===== src/mxc_pkg.sv =====
// Package for the table-based message interrupt control block.
// Assumes a 32-bit Avalon-MM register bus with word-aligned byte addresses.
package mxc_pkg;
  // Printed offsets are not all multiples of four: they are indices, byte address = 4 * index
  localparam logic [7:0] MXC_IDX_MSG_CONTROL = 8'h02;
  localparam logic [7:0] MXC_IDX_TABLE_LOCATOR = 8'h04;
  localparam logic [7:0] MXC_IDX_PLAIN_CONTROL = 8'h08;
  localparam logic [7:0] MXC_IDX_IRQ_STATUS = 8'h09;
  localparam logic [7:0] MXC_IDX_IRQ_MASK = 8'h0a;
  localparam logic [7:0] MXC_IDX_VECTOR_MASK = 8'h0b;
  localparam logic [7:0] MXC_IDX_VECTOR_PEND = 8'h0c;
  localparam logic [7:0] MXC_IDX_SENT_COUNT = 8'h0d;
  localparam logic [31:0] MXC_READ_ZERO = 32'h0000_0000;
  // Message control field positions
  localparam int MXC_BIT_ENABLE = 15;
  localparam int MXC_BIT_FUNC_MASK = 14;
  localparam int MXC_SIZE_MSB = 10;
  // Table locator layout: offset in 31:3, indicator in 2:0
  localparam int MXC_OFFSET_LSB = 3;
  localparam int MXC_BIR_MSB = 2;
  // Plain message enable position in its own register
  localparam int MXC_BIT_PLAIN_ENABLE = 0;
  // Interrupt status bits
  localparam int MXC_IRQ_SENT = 0;
  localparam int MXC_IRQ_BLOCKED = 1;
  localparam int MXC_IRQ_WIDTH = 2;
  localparam logic [MXC_IRQ_WIDTH-1:0] MXC_IRQ_RESET = 2'h0;
  localparam logic [15:0] MXC_CONTROL_RESET = 16'h0000;
endpackage


===== src/mxc_vec_if.sv =====
// Interface carrying the vector gate between the control block and its arbiter.
// Assumes both ends are on sys_clk.
`timescale 1ns/1ps
`default_nettype none
interface mxc_vec_if #(parameter int VECTORS = 8);
  logic [VECTORS-1:0] pend;
  logic [VECTORS-1:0] vec_mask;
  logic allow;
  logic func_mask;
  logic [VECTORS-1:0] grant;
  logic any;
  modport ctrl (output pend, output vec_mask, output allow, output func_mask, input grant, input any);
  modport arb (input pend, input vec_mask, input allow, input func_mask, output grant, output any);
endinterface
`default_nettype wire


===== src/mxc_message_control.sv =====
// Control and gating for table-based message interrupts of one function.
// Assumes an Avalon-MM master on sys_clk and a message sender with a ready handshake.
`timescale 1ns/1ps
`default_nettype none
module mxc_message_control
  import mxc_pkg::*;
#(
  parameter int VECTORS = 8,
  parameter logic [10:0] TABLE_ENTRIES = 11'h008,
  parameter logic [28:0] TABLE_OFFSET = 29'h0000_0400,
  parameter logic [2:0] TABLE_BIR = 3'h0
)
(
  input wire logic sys_clk,
  input wire logic srst,
  input wire logic [9:0] avs_address,
  input wire logic avs_read,
  input wire logic avs_write,
  input wire logic [31:0] avs_writedata,
  input wire logic [3:0] avs_byteenable,
  output logic [31:0] avs_readdata,
  output logic avs_waitrequest,
  input wire logic [VECTORS-1:0] vector_event,
  input wire logic legacy_request,
  output logic legacy_wire,
  output logic msg_valid,
  output logic [$clog2(VECTORS)-1:0] msg_vector,
  input wire logic msg_ready,
  output logic plain_msg_irq_active,
  output logic irq
);
  typedef enum logic [2:0] {
    MXC_IDLE = 3'b001,
    MXC_ACK = 3'b010,
    MXC_DONE = 3'b100
  } mxc_bus_state_t;

  function automatic logic [$clog2(VECTORS)-1:0] mxc_index(input logic [VECTORS-1:0] onehot);
    logic [$clog2(VECTORS)-1:0] idx;
    idx = '0;
    for (int i = 0; i < VECTORS; i++)
    begin
      if (onehot[i])
      begin
        idx = i[$clog2(VECTORS)-1:0];
      end
    end
    return idx;
  endfunction

  function automatic logic [31:0] mxc_merge(input logic [31:0] old, input logic [31:0] wd, input logic [3:0] be);
    logic [31:0] res;
    res = old;
    for (int b = 0; b < 4; b++)
    begin
      if (be[b])
      begin
        res[b*8 +: 8] = wd[b*8 +: 8];
      end
    end
    return res;
  endfunction

  // Table path open after an edge: table on, plain off, function unmasked
  function automatic logic mxc_path_open(input logic ten, input logic plain, input logic fmask);
    return ten & ~plain & ~fmask;
  endfunction

  mxc_bus_state_t bus_state;
  mxc_bus_state_t next_bus_state;
  logic table_irq_enable;
  logic function_wide_mask;
  logic plain_msg_irq_enable;
  logic [VECTORS-1:0] vector_mask;
  logic [VECTORS-1:0] vector_pend;
  logic [MXC_IRQ_WIDTH-1:0] irq_status;
  logic [MXC_IRQ_WIDTH-1:0] irq_mask;
  logic [15:0] sent_count;
  logic [31:0] read_word;

  mxc_vec_if #(.VECTORS(VECTORS)) vif ();

  mxc_vec_arb #(.VECTORS(VECTORS)) u_arb
  (
    .vif(vif)
  );

  // Register decode
  wire [7:0] reg_index;
  wire addr_ok;
  wire access;
  wire wr_take;
  wire rd_take;
  wire hit_control;
  wire hit_locator;
  wire hit_plain;
  wire hit_status;
  wire hit_irq_mask;
  wire hit_vec_mask;
  wire hit_pend;
  wire hit_count;
  assign addr_ok = (avs_address[1:0] == 2'h0);
  assign reg_index = avs_address[9:2];
  assign access = (bus_state == MXC_ACK);
  assign wr_take = access & avs_write & addr_ok;
  assign rd_take = access & avs_read & addr_ok;
  assign hit_control = (reg_index == MXC_IDX_MSG_CONTROL);
  assign hit_locator = (reg_index == MXC_IDX_TABLE_LOCATOR);
  assign hit_plain = (reg_index == MXC_IDX_PLAIN_CONTROL);
  assign hit_status = (reg_index == MXC_IDX_IRQ_STATUS);
  assign hit_irq_mask = (reg_index == MXC_IDX_IRQ_MASK);
  assign hit_vec_mask = (reg_index == MXC_IDX_VECTOR_MASK);
  assign hit_pend = (reg_index == MXC_IDX_VECTOR_PEND);
  assign hit_count = (reg_index == MXC_IDX_SENT_COUNT);

  // Read views
  wire [15:0] control_view;
  wire [31:0] locator_view;
  wire [31:0] merged;
  wire [31:0] vec_mask_word;
  assign control_view = {table_irq_enable, function_wide_mask, 3'h0, TABLE_ENTRIES - 11'h001};
  assign locator_view = {TABLE_OFFSET, TABLE_BIR};
  assign merged = mxc_merge(32'({vector_mask}), avs_writedata, avs_byteenable);
  assign vec_mask_word = 32'(vector_mask);

  always_comb
  begin
    read_word = MXC_READ_ZERO;
    if (addr_ok)
    begin
      if (hit_control)
        read_word = {16'h0000, control_view};
      else if (hit_locator)
        read_word = locator_view;
      else if (hit_plain)
        read_word = {31'h0, plain_msg_irq_enable};
      else if (hit_status)
        read_word = {30'h0, irq_status};
      else if (hit_irq_mask)
        read_word = {30'h0, irq_mask};
      else if (hit_vec_mask)
        read_word = vec_mask_word;
      else if (hit_pend)
        read_word = 32'(vector_pend);
      else if (hit_count)
        read_word = {16'h0000, sent_count};
    end
  end

  // One wait cycle, answer on the second edge
  always_comb
  begin
    next_bus_state = bus_state;
    case (bus_state)
      MXC_IDLE:
        if (avs_read | avs_write)
          next_bus_state = MXC_ACK;
      MXC_ACK:
        next_bus_state = MXC_DONE;
      MXC_DONE:
        next_bus_state = MXC_IDLE;
      default:
        next_bus_state = MXC_IDLE;
    endcase
  end

  always_ff @(posedge sys_clk)
  begin
    if (srst)
    begin
      bus_state <= MXC_IDLE;
      avs_waitrequest <= 1'b1;
      avs_readdata <= MXC_READ_ZERO;
    end
    else
    begin
      bus_state <= next_bus_state;
      avs_waitrequest <= ~(next_bus_state == MXC_ACK);
      if (next_bus_state == MXC_ACK)
        avs_readdata <= read_word;
    end
  end

  // Gate: table on, plain off
  wire table_path_on;
  wire sending;
  wire [VECTORS-1:0] sent_bit;
  wire blocked_event;
  assign table_path_on = table_irq_enable & ~plain_msg_irq_enable;
  assign vif.pend = vector_pend;
  assign vif.vec_mask = vector_mask;
  assign vif.allow = table_path_on;
  assign vif.func_mask = function_wide_mask;
  assign sending = msg_valid & msg_ready;
  assign sent_bit = sending ? (VECTORS'(1) << msg_vector) : '0;
  assign blocked_event = |(vector_event & vector_mask) | (function_wide_mask & (|vector_event));

  // Gate as it stands after this edge
  // Held message withdrawn on close; pending bit kept
  wire ctl_write;
  wire plain_write;
  wire mask_write;
  wire next_table_irq_enable;
  wire next_function_wide_mask;
  wire next_plain_msg_irq_enable;
  wire [VECTORS-1:0] next_vector_mask;
  wire next_path_open;
  wire held_still_open;
  wire grant_still_open;

  assign ctl_write = wr_take & hit_control & avs_byteenable[1];
  assign plain_write = wr_take & hit_plain & avs_byteenable[0];
  assign mask_write = wr_take & hit_vec_mask;
  assign next_table_irq_enable = ctl_write ? avs_writedata[MXC_BIT_ENABLE] : table_irq_enable;
  assign next_function_wide_mask = ctl_write ? avs_writedata[MXC_BIT_FUNC_MASK] : function_wide_mask;
  assign next_plain_msg_irq_enable = plain_write ? avs_writedata[MXC_BIT_PLAIN_ENABLE] : plain_msg_irq_enable;
  assign next_vector_mask = mask_write ? merged[VECTORS-1:0] : vector_mask;
  assign next_path_open = mxc_path_open(next_table_irq_enable, next_plain_msg_irq_enable,
    next_function_wide_mask);
  assign held_still_open = next_path_open & ~next_vector_mask[msg_vector];
  assign grant_still_open = next_path_open & (|(vif.grant & ~next_vector_mask));

  // Control bits; function mask write touches no vector mask
  always_ff @(posedge sys_clk)
  begin
    if (srst)
    begin
      table_irq_enable <= MXC_CONTROL_RESET[MXC_BIT_ENABLE];
      function_wide_mask <= MXC_CONTROL_RESET[MXC_BIT_FUNC_MASK];
      plain_msg_irq_enable <= 1'b0;
      irq_mask <= MXC_IRQ_RESET;
    end
    else if (wr_take)
    begin
      if (hit_control & avs_byteenable[1])
      begin
        table_irq_enable <= avs_writedata[MXC_BIT_ENABLE];
        function_wide_mask <= avs_writedata[MXC_BIT_FUNC_MASK];
      end
      if (hit_plain & avs_byteenable[0])
        plain_msg_irq_enable <= avs_writedata[MXC_BIT_PLAIN_ENABLE];
      if (hit_irq_mask & avs_byteenable[0])
        irq_mask <= avs_writedata[MXC_IRQ_WIDTH-1:0];
    end
  end

  always_ff @(posedge sys_clk)
  begin
    if (srst)
      vector_mask <= '0;
    else if (wr_take & hit_vec_mask)
      vector_mask <= merged[VECTORS-1:0];
  end

  // Pending held while masked or disabled; a new event beats a send
  always_ff @(posedge sys_clk)
  begin
    if (srst)
      vector_pend <= '0;
    else
      vector_pend <= (vector_pend & ~sent_bit) | vector_event;
  end

  // Message output, held until the sender takes it
  // or withdrawn when the gate closes under it
  always_ff @(posedge sys_clk)
  begin
    if (srst)
    begin
      msg_valid <= 1'b0;
      msg_vector <= '0;
    end
    else if (!msg_valid | msg_ready)
    begin
      msg_valid <= vif.any & ~sending & grant_still_open;
      msg_vector <= mxc_index(vif.grant);
    end
    else if (!held_still_open)
      msg_valid <= 1'b0;
  end

  // Sent counter for software
  always_ff @(posedge sys_clk)
  begin
    if (srst)
      sent_count <= 16'h0000;
    else if (sending)
      sent_count <= sent_count + 16'h0001;
  end

  // Legacy wire and plain mode flag
  always_ff @(posedge sys_clk)
  begin
    if (srst)
    begin
      legacy_wire <= 1'b0;
      plain_msg_irq_active <= 1'b0;
    end
    else
    begin
      legacy_wire <= legacy_request & ~table_irq_enable & ~plain_msg_irq_enable;
      plain_msg_irq_active <= plain_msg_irq_enable;
    end
  end

  // Sticky status, cleared by read; a new event wins
  wire [MXC_IRQ_WIDTH-1:0] status_set;
  wire status_clear;
  wire [MXC_IRQ_WIDTH-1:0] read_bits;
  wire [MXC_IRQ_WIDTH-1:0] next_irq_status;

  assign status_set = {blocked_event, sending};
  assign status_clear = rd_take & hit_status;
  // Clear only bits the read returned; one set under the read survives
  assign read_bits = status_clear ? avs_readdata[MXC_IRQ_WIDTH-1:0] : MXC_IRQ_RESET;
  assign next_irq_status = (irq_status & ~read_bits) | status_set;

  always_ff @(posedge sys_clk)
  begin
    if (srst)
    begin
      irq_status <= MXC_IRQ_RESET;
      irq <= 1'b0;
    end
    else
    begin
      irq_status <= next_irq_status;
      irq <= |(next_irq_status & irq_mask);
    end
  end
endmodule
`default_nettype wire


===== src/mxc_vec_arb.sv =====
// Picks the lowest eligible pending vector for a message.
// Assumes the control block holds its pending bits until the granted message is sent.
`timescale 1ns/1ps
`default_nettype none
module mxc_vec_arb
  import mxc_pkg::*;
#(
  parameter int VECTORS = 8
)
(
  mxc_vec_if.arb vif
);
  wire [VECTORS-1:0] eligible;
  // Function mask overrides every vector mask, else own mask and the allow gate
  assign eligible = vif.pend & ~vif.vec_mask & {VECTORS{vif.allow & ~vif.func_mask}};
  // Lowest set bit
  assign vif.grant = eligible & (~eligible + {{(VECTORS-1){1'b0}}, 1'b1});
  assign vif.any = |eligible;
endmodule
`default_nettype wire


===== config.mk =====
export PLATFORM = sky130hd
export DESIGN_NAME = mxc_message_control
export DESIGN_NICKNAME = d
export VERILOG_FILES = /design/src/mxc_pkg.sv /design/src/mxc_vec_if.sv /design/src/mxc_message_control.sv /design/src/mxc_vec_arb.sv
export SDC_FILE = /design/constraint.sdc
export NUM_CORES = 1
export LEC_CHECK = 0
export ABC_AREA = 0
export BUFFER_PORTS_ARGS = -buffer_cell sky130_fd_sc_hd__buf_2
export CAP_MARGIN = 5
export CORE_MARGIN = 2
export CORE_UTILIZATION = 52
export CTS_BUF_LIST = sky130_fd_sc_hd__clkbuf_16
export DETAILED_ROUTE_END_ITERATION = 8
export PLACE_DENSITY = 0.8
export RECOVER_POWER = 100
export SLEW_MARGIN = 20
export SYNTH_ARGS = -nofsm -noshare
export SYNTH_HDL_FRONTEND = slang
export SYNTH_SLANG_ARGS = --single-unit
export TNS_END_PERCENT = 20

===== constraint.sdc =====
create_clock -name sys_clk -period 2.35 [get_ports sys_clk]
set_input_delay 0.3525 -clock sys_clk [delete_from_list [all_inputs] [get_ports sys_clk]]
set_output_delay 0.3525 -clock sys_clk [all_outputs]
set_load 0.01 [all_outputs]

======== Word-level counts from Yosys, hierarchy flattened ========
Index checks and enable logic that the tools add are counted.
operators by class
  mux-type cells .......................... 29
  add/subtract/negate cells ............... 2
  eq/ne operators ......................... 12
  reduce and logical (&&, ||, !) cells .... 10
  magnitude comparators ................... 1
  bitwise logic cells ..................... 51
  shift-type cells ........................ 1
operator list
  cell                                                                   number
  16-bit two-way mux                                                     9
  8-bit bitwise AND                                                      6
  8-bit by 4-bit equality test with 1-bit output, second input constant  6
  8-bit NOT                                                              4
  8-bit OR reduction                                                     4
  1-bit bitwise AND                                                      25
  8-bit two-way mux                                                      3
  3-bit two-way mux                                                      7
  16-bit by 1-bit adder with 16-bit output, second input constant        1
  8-bit by 1-bit adder with 8-bit output, second input constant          1
  8-bit by 2-bit equality test with 1-bit output, second input constant  1
  8-bit by 3-bit equality test with 1-bit output, second input constant  1
  1-bit NOT                                                              8
  8-bit bitwise OR                                                       1
  1-bit by 3-bit left shift with 8-bit output, first input constant      1
  1-bit two-way mux                                                      7
  3-bit by 2-bit equality test with 1-bit output, second input constant  2
  3-bit one-hot mux with 2 select lines                                  1
  2-bit AND reduction                                                    3
  2-bit bitwise AND                                                      2
  3-bit by 4-bit < comparator with 1-bit output, second input constant   1
  1-bit binary-select mux with 3-bit select                              1
  3-bit by 1-bit equality test with 1-bit output, second input constant  1
  1-bit bitwise OR                                                       3
  other kinds (7)                                                        7
word-level totals
  input port bits ......................... 60
  word-level logic and storage cells ...... 122
  output and inout bits ................... 40
  register bits after elaboration ......... 82

======== Longest topological paths before layout ========
  word-level depth ........................ 14
  mapped depth ............................ 8
  depth with buffers taken out ............ 6

======== By module ========
From an unflattened synthesis, not the netlist that was laid out.
unflattened totals
  cells, all modules ...................... 405
  area, all modules ....................... 3338.2 µm²
modules (own cells, without submodules)
  module               cells an instance  area each (µm²)  times used  sequential area each (µm²)
  mxc_message_control  379                3150.5           1           1321.3
  mxc_vec_arb          26                 187.7            1           0.0

======== Worst setup path before layout ========
OpenSTA, ideal clock, no wires.
  kind .................................... input to register
  start ................................... input port avs_address[7]
  end ..................................... register msg_valid
  cell stages on the path ................. 7
  path buffers ............................ 1
  data required time ...................... 2.280 ns
  setup slack ............................. 0.291 ns
  arrival ................................. 1.989 ns
  library setup time ...................... 0.070 ns
  cell sequence ........................... or4_4 > buf_6 > or4_1 > nor2_1 > mux2i_1 > nand3_1 > a21oi_1
on the way
  cells in the longest elaborated chain, start to end .. 10
  elaborated cells between the ends (all ways) .. 27
RTL lines
  what                                            line                        RTL
  start: declaration                              mxc_message_control.sv:16   input wire logic [9:0] avs_address,
  8-bit by 4-bit equality test with 1-bit output  mxc_message_control.sv:109  assign hit_plain = (reg_index == MXC_IDX_PLAIN_CONTROL);
  1-bit bitwise AND (2 in series)                 mxc_message_control.sv:212  assign plain_write = wr_take & hit_plain & avs_byteenable[0];
  1-bit two-way mux                               mxc_message_control.sv:216  assign next_plain_msg_irq_enable = plain_write ? avs_writedata[MXC_BIT_PLAIN_ENABLE] : plain_msg_irq_enable;
  1-bit NOT                                       mxc_message_control.sv:66   return ten & ~plain & ~fmask;
  1-bit bitwise AND (2 in series)                 mxc_message_control.sv:66
  1-bit bitwise AND                               mxc_message_control.sv:221  assign grant_still_open = next_path_open & (|(vif.grant & ~next_vector_mask));
  1-bit bitwise AND                               mxc_message_control.sv:275  msg_valid <= vif.any & ~sending & grant_still_open;
  1-bit two-way mux                               mxc_message_control.sv:273  else if (!msg_valid | msg_ready)
  end signal: assignment                          mxc_message_control.sv:275
  end: declaration                                mxc_message_control.sv:26   output logic msg_valid,
Several ways; a longest one is shown, not always the timed one. The select of a mux whose other input is x is not followed.
A chain may end at the register's enable or synchronous reset.

======== Worst setup path after layout ========
  start ................................... input port avs_address[7]
  end ..................................... register avs_readdata[3]
on the way
  cells in the longest elaborated chain, start to end .. 10
  elaborated cells between the ends (all ways) .. 17
RTL lines
  what                                            line                        RTL
  8-bit by 4-bit equality test with 1-bit output  mxc_message_control.sv:114  assign hit_count = (reg_index == MXC_IDX_SENT_COUNT);
  16-bit two-way mux                              mxc_message_control.sv:145  else if (hit_count)
  16-bit two-way mux                              mxc_message_control.sv:143  else if (hit_pend)
  16-bit two-way mux                              mxc_message_control.sv:141  else if (hit_vec_mask)
  16-bit two-way mux                              mxc_message_control.sv:139  else if (hit_irq_mask)
  16-bit two-way mux                              mxc_message_control.sv:137  else if (hit_status)
  16-bit two-way mux                              mxc_message_control.sv:135  else if (hit_plain)
  16-bit two-way mux                              mxc_message_control.sv:133  else if (hit_locator)
  16-bit two-way mux *                            mxc_message_control.sv:131  if (hit_control)
  16-bit two-way mux *                            mxc_message_control.sv:129  if (addr_ok)
  end signal: assignment                          mxc_message_control.sv:180  avs_readdata <= read_word;
  end: declaration                                mxc_message_control.sv:21   output logic [31:0] avs_readdata,
Mark *: on every way between the ends. The rest lies on a longest branch, timed or not.

==> report_table.html <==
<table>
<tr><th>Metric</th><th>Value</th></tr>
<tr><th colspan="2">Worst setup path</th></tr>
<tr><td>Worst Setup End Kind</td><td>register</td></tr>
<tr><td>Reg-to-reg setup timing slack</td><td>260 ps</td></tr>
<tr><td>Peak fanout along the critical path</td><td>6</td></tr>
<tr><td>Data arrival time of the critical path</td><td>2410 ps</td></tr>
<tr><td>Reg-to-Reg Start</td><td>bus_state[1]</td></tr>
<tr><td>Capturing element of the worst setup path</td><td>avs_readdata[3]</td></tr>
<tr><td>Launching instance or port of the critical path</td><td>avs_address[7]</td></tr>
<tr><td>Capturing point of the worst reg2reg path</td><td>msg_valid</td></tr>
<tr><td>Crit path launch type</td><td>primary input</td></tr>
<tr><td>R2r worst-path depth</td><td>8</td></tr>
<tr><td>Worst setup path class</td><td>in -&gt; reg</td></tr>
<tr><td>Data required time at the worst endpoint</td><td>2620 ps</td></tr>
<tr><th colspan="2">Global route</th></tr>
<tr><td>Overall global routing resource usage</td><td>25.5%</td></tr>
<tr><td>Grt total ovfl</td><td>0</td></tr>
<tr><td>Vias in the first global route</td><td>between 2,000 and 3,000</td></tr>
<tr><td>Wire length of the first global-routing pass</td><td>14,500 um</td></tr>
<tr><td>Initial antenna violation count</td><td>0</td></tr>
<tr><td>Maximum number of pins on one net before global-route repair</td><td>34</td></tr>
<tr><th colspan="2">STA</th></tr>
<tr><td>Rel. slew slack</td><td>52.0%</td></tr>
<tr><td>Final worst clock skew</td><td>approximately 6.5 ps</td></tr>
<tr><td>Number of setup violations in the final report</td><td>0</td></tr>
<tr><td>Final Slew Violations</td><td>0</td></tr>
<tr><td>FMAX</td><td>467 MHz</td></tr>
<tr><td>RSZ-0062 raised after global routing</td><td>no</td></tr>
<tr><td>Setup TNS Final</td><td>0 ps</td></tr>
<tr><td>Tcrit/Tclk final</td><td>91.2%</td></tr>
<tr><td>Clock period minus final worst setup slack</td><td>2140 ps</td></tr>
<tr><td>Actual slew at the worst max-slew pin</td><td>~700 ps</td></tr>
<tr><td>Final count of hold timing violations</td><td>0</td></tr>
<tr><th colspan="2">Cells and area</th></tr>
<tr><td>Antenna diode count</td><td>0</td></tr>
<tr><td>Final cell count without fillers</td><td>about 570</td></tr>
<tr><td>Proportion of layout cells with a drive suffix above 1</td><td>16.8%</td></tr>
<tr><td>Post-layout net count</td><td>551</td></tr>
<tr><td>Layout overhead on the synthesized area</td><td>20.1%</td></tr>
<tr><th colspan="2">Floorplan</th></tr>
<tr><td>I/O pin count</td><td>100</td></tr>
<tr><td>Number of placement rows</td><td>29</td></tr>
<tr><td>Initial standard-cell utilization of the core</td><td>53.6%</td></tr>
<tr><td>Die boundary width</td><td>84.9 um</td></tr>
<tr><td>Die area</td><td>0.00721 mm^2</td></tr>
<tr><td>Core area</td><td>0.00635 mm^2</td></tr>
<tr><td>Y dimension of the die</td><td>roughly 85 um</td></tr>
<tr><th colspan="2">Yosys</th></tr>
<tr><td>Post-synth cell types</td><td>between 50 and 60</td></tr>
<tr><td>Warnings, synthesis</td><td>0</td></tr>
<tr><td>FFs w/ async S/R, synth</td><td>0%</td></tr>
<tr><td>Post-Synthesis Mean Instance Area</td><td>8.34 um^2</td></tr>
<tr><td>Synthesis-stage register bit count</td><td>66</td></tr>
<tr><td>Post-synthesis cell count</td><td>about 410</td></tr>
<tr><td>Count of flip-flops with a built-in enable after synthesis</td><td>0</td></tr>
<tr><td>Register area share after synthesis</td><td>38.8%</td></tr>
<tr><td>Most used flip-flop cell after synthesis</td><td>dfxtp_1</td></tr>
<tr><td>Cell area after synthesis</td><td>0.00340 mm^2</td></tr>
<tr><th colspan="2">Placement</th></tr>
<tr><td>I/O Buffers</td><td>59</td></tr>
<tr><td>Detailed placement HPWL</td><td>roughly 6700 um</td></tr>
<tr><td>Post-Place Cells</td><td>556</td></tr>
<tr><td>Routability congestion estimate from global placement</td><td>0.938</td></tr>
<tr><th colspan="2">CTS</th></tr>
<tr><td>Buffer type at the clock tree root</td><td>clkbuf_16</td></tr>
<tr><td>Buffers inserted during post-CTS setup optimization</td><td>0</td></tr>
<tr><td>Later-pin clock latency in the skew report</td><td>330 ps</td></tr>
<tr><td>TritonCTS sink count</td><td>66</td></tr>
<tr><td>Clock tree from TritonCTS</td><td>yes</td></tr>
<tr><td>Number of levels in the clock H-tree</td><td>3</td></tr>
<tr><td>Clock buffers created by TritonCTS</td><td>9</td></tr>
<tr><td>Maximum clock insertion buffer count</td><td>2</td></tr>
<tr><td>Clock Pin Slew Worst Setup and Hold Paths</td><td>~60 ps</td></tr>
<tr><th colspan="2">Hold path</th></tr>
<tr><td>Worst hold path stage count</td><td>3</td></tr>
<tr><td>Path type of the worst min-delay path</td><td>in -&gt; reg</td></tr>
<tr><th colspan="2">Routing</th></tr>
<tr><td>Initial DRC Count</td><td>200</td></tr>
<tr><td>Drt total wl</td><td>8920 um</td></tr>
<tr><td>Final antenna-violating net count</td><td>0</td></tr>
<tr><td>Routed wirelength normalized by instance count</td><td>15.6 um</td></tr>
<tr><td>Remaining routing DRC violations</td><td>0</td></tr>
<tr><td>Pre-Repair DR Iteration Count</td><td>6</td></tr>
<tr><td>Via count</td><td>3,268</td></tr>
<tr><td>Via density per instance</td><td>5.71</td></tr>
<tr><th colspan="2">Power</th></tr>
<tr><td>Leak pwr</td><td>about 0.0016 uW</td></tr>
<tr><td>Power per cell area</td><td>627 mW/mm^2</td></tr>
<tr><td>Maximum vdd ir drop</td><td>roughly 0.00047 V</td></tr>
<tr><th colspan="2">Outcome</th></tr>
<tr><td>Status</td><td>complete, no violations</td></tr>
<tr><th colspan="2">Job</th></tr>
<tr><td>Max-cap check violation count</td><td>0</td></tr>
</table>
[how the worst min path moves through the flow]
stage                startpoint               to  slack (ps)
2_1_floorplan  table_irq_enable      legacy_wire         440
3_3_place_gp    avs_readdata[2]  avs_readdata[2]         440
3_5_place_dp    avs_readdata[2]  avs_readdata[2]         440
4_1_cts         vector_event[3]   vector_pend[3]         260
5_1_grt         vector_event[3]   vector_pend[3]         280
6_report        vector_event[3]   vector_pend[3]         260
[stage by stage]
stage | utilization (%) | cell area, um^2 | hold WS, ps | power [uW] | setup WS [ps]
finish | 64.4 | 4090 | 257 | 2560 | 207
detailed placement | 61.3 | 3890 | 442 | 1380 | 13.0
floorplan | - | 3460 | 439 | 1310 | 291
global route | 64.4 | 4090 | 279 | 2660 | 52.0
CTS | 65.6 | 4170 | 256 | 2580 | 127
global placement | 61.3 | 3890 | 440 | 1380 | 35.7
[logic make-up (layout without fill, tap and decap cells)]
kind of cell | after synthesis | count (layout) | share of synthesized area (%)
simple gates | 174 | 174 | 27.2
compound gates | 93 | 93 | 18.4
flops | 66 | 66 | 38.8
buf+inv | 45 | 117 | 7.17
mux | 16 | 16 | 4.85
xor+xnor | 12 | 12 | 3.09
fa+ha+maj | 1 | 1 | 0.367
other cells | 1 | 16 | 0.110
[final cells by class]
class	instances	area [um^2]
repair buffers	90	475
multi-input cells	312	1880
clock inverters	7	45.0
flip-flops and latches	66	1320
fillers	585	2260
well taps	77	96.3
clock buffers	9	225
inverters	11	41.3
[cells in the final DEF, fill, tap and decap left out, drive strengths merged, types with 4 or more instances in the layout]
cell type / netlist / layout
dfxtp: 66 / 66
nor2: 63 / 63
buf: 23 / 56
clkbuf: 11 / 43
a21oi: 34 / 34
nand2: 25 / 25
nor2b: 16 / 16
conb: 1 / 16
o21ai: 15 / 15
nand3: 12 / 12
mux2i: 12 / 12
inv: 11 / 12
a22oi: 11 / 11
nor3: 10 / 10
xor2: 9 / 9
nand2b: 8 / 8
a22o: 6 / 6
nor4: 6 / 6
and3: 5 / 5
nand4: 5 / 5
or3: 5 / 5
a222oi: 5 / 5
a2bb2oi: 5 / 5
and2: 5 / 5
mux2: 4 / 4
clkinv: 0 / 4
[per-layer routing]
layer	wire length [um]	GRT usage [%]	vias to the layer above
li1	-	-	1600
met1	4020	34.3	1520
met2	4200	40.8	133
met3	561	5.06	15
met4	150	9.09	0
met5	0	0	-
[worst max-delay path, stage by stage]
cell,delay [ps]
clkbuf_1,110
or4_1,550
clkbuf_1,220
nor3_1,490
clkbuf_1,240
a222oi_1,140
a2bb2oi_1,160
nor2_1,140
[Yosys cell counts, drive strengths merged (3+ instances only)]
cell type / instances / area [um^2]
a221oi: 3 / 32.5
and4: 3 / 26.3
and3: 5 / 31.3
a22o: 6 / 52.6
or3: 5 / 31.3
a21oi: 34 / 174
nor3: 10 / 55.1
xor2: 9 / 78.8
o21ai: 15 / 75.1
mux2: 4 / 45.0
nand2b: 8 / 50.1
dfxtp: 66 / 1320
xnor2: 3 / 26.3
nand4: 5 / 31.3
clkbuf: 11 / 41.3
buf: 23 / 161
nor2b: 16 / 100
mux2i: 12 / 120
o41ai: 3 / 26.3
and2: 5 / 31.3
a22oi: 11 / 82.6
nand2: 25 / 93.8
nor2: 63 / 236
nor4: 6 / 82.6
a222oi: 5 / 50.1
nand3: 12 / 60.1
a2bb2oi: 5 / 43.8
inv: 11 / 41.3
[power by group]
part / internal [uW] / switching (uW)
combinational: 74.4 / 130
sequential: 1140 / 14.8
clock: 708 / 497
total: 1920 / 641
[repair_timing]
item                       4_1_cts  5_1_grt
hold buffers                     0        0
resized for setup                0        1
setup endpoints to repair        0        1
[sequential cells by signal, indices dropped and copies added, names as in the netlist, 2 cells and up]
name	count
irq_status	2
sent_count	16
msg_vector	3
bus_state	3
vector_mask	8
avs_readdata	16
irq_mask	2
vector_pend	8
Power figures use the tool's default switching activity.
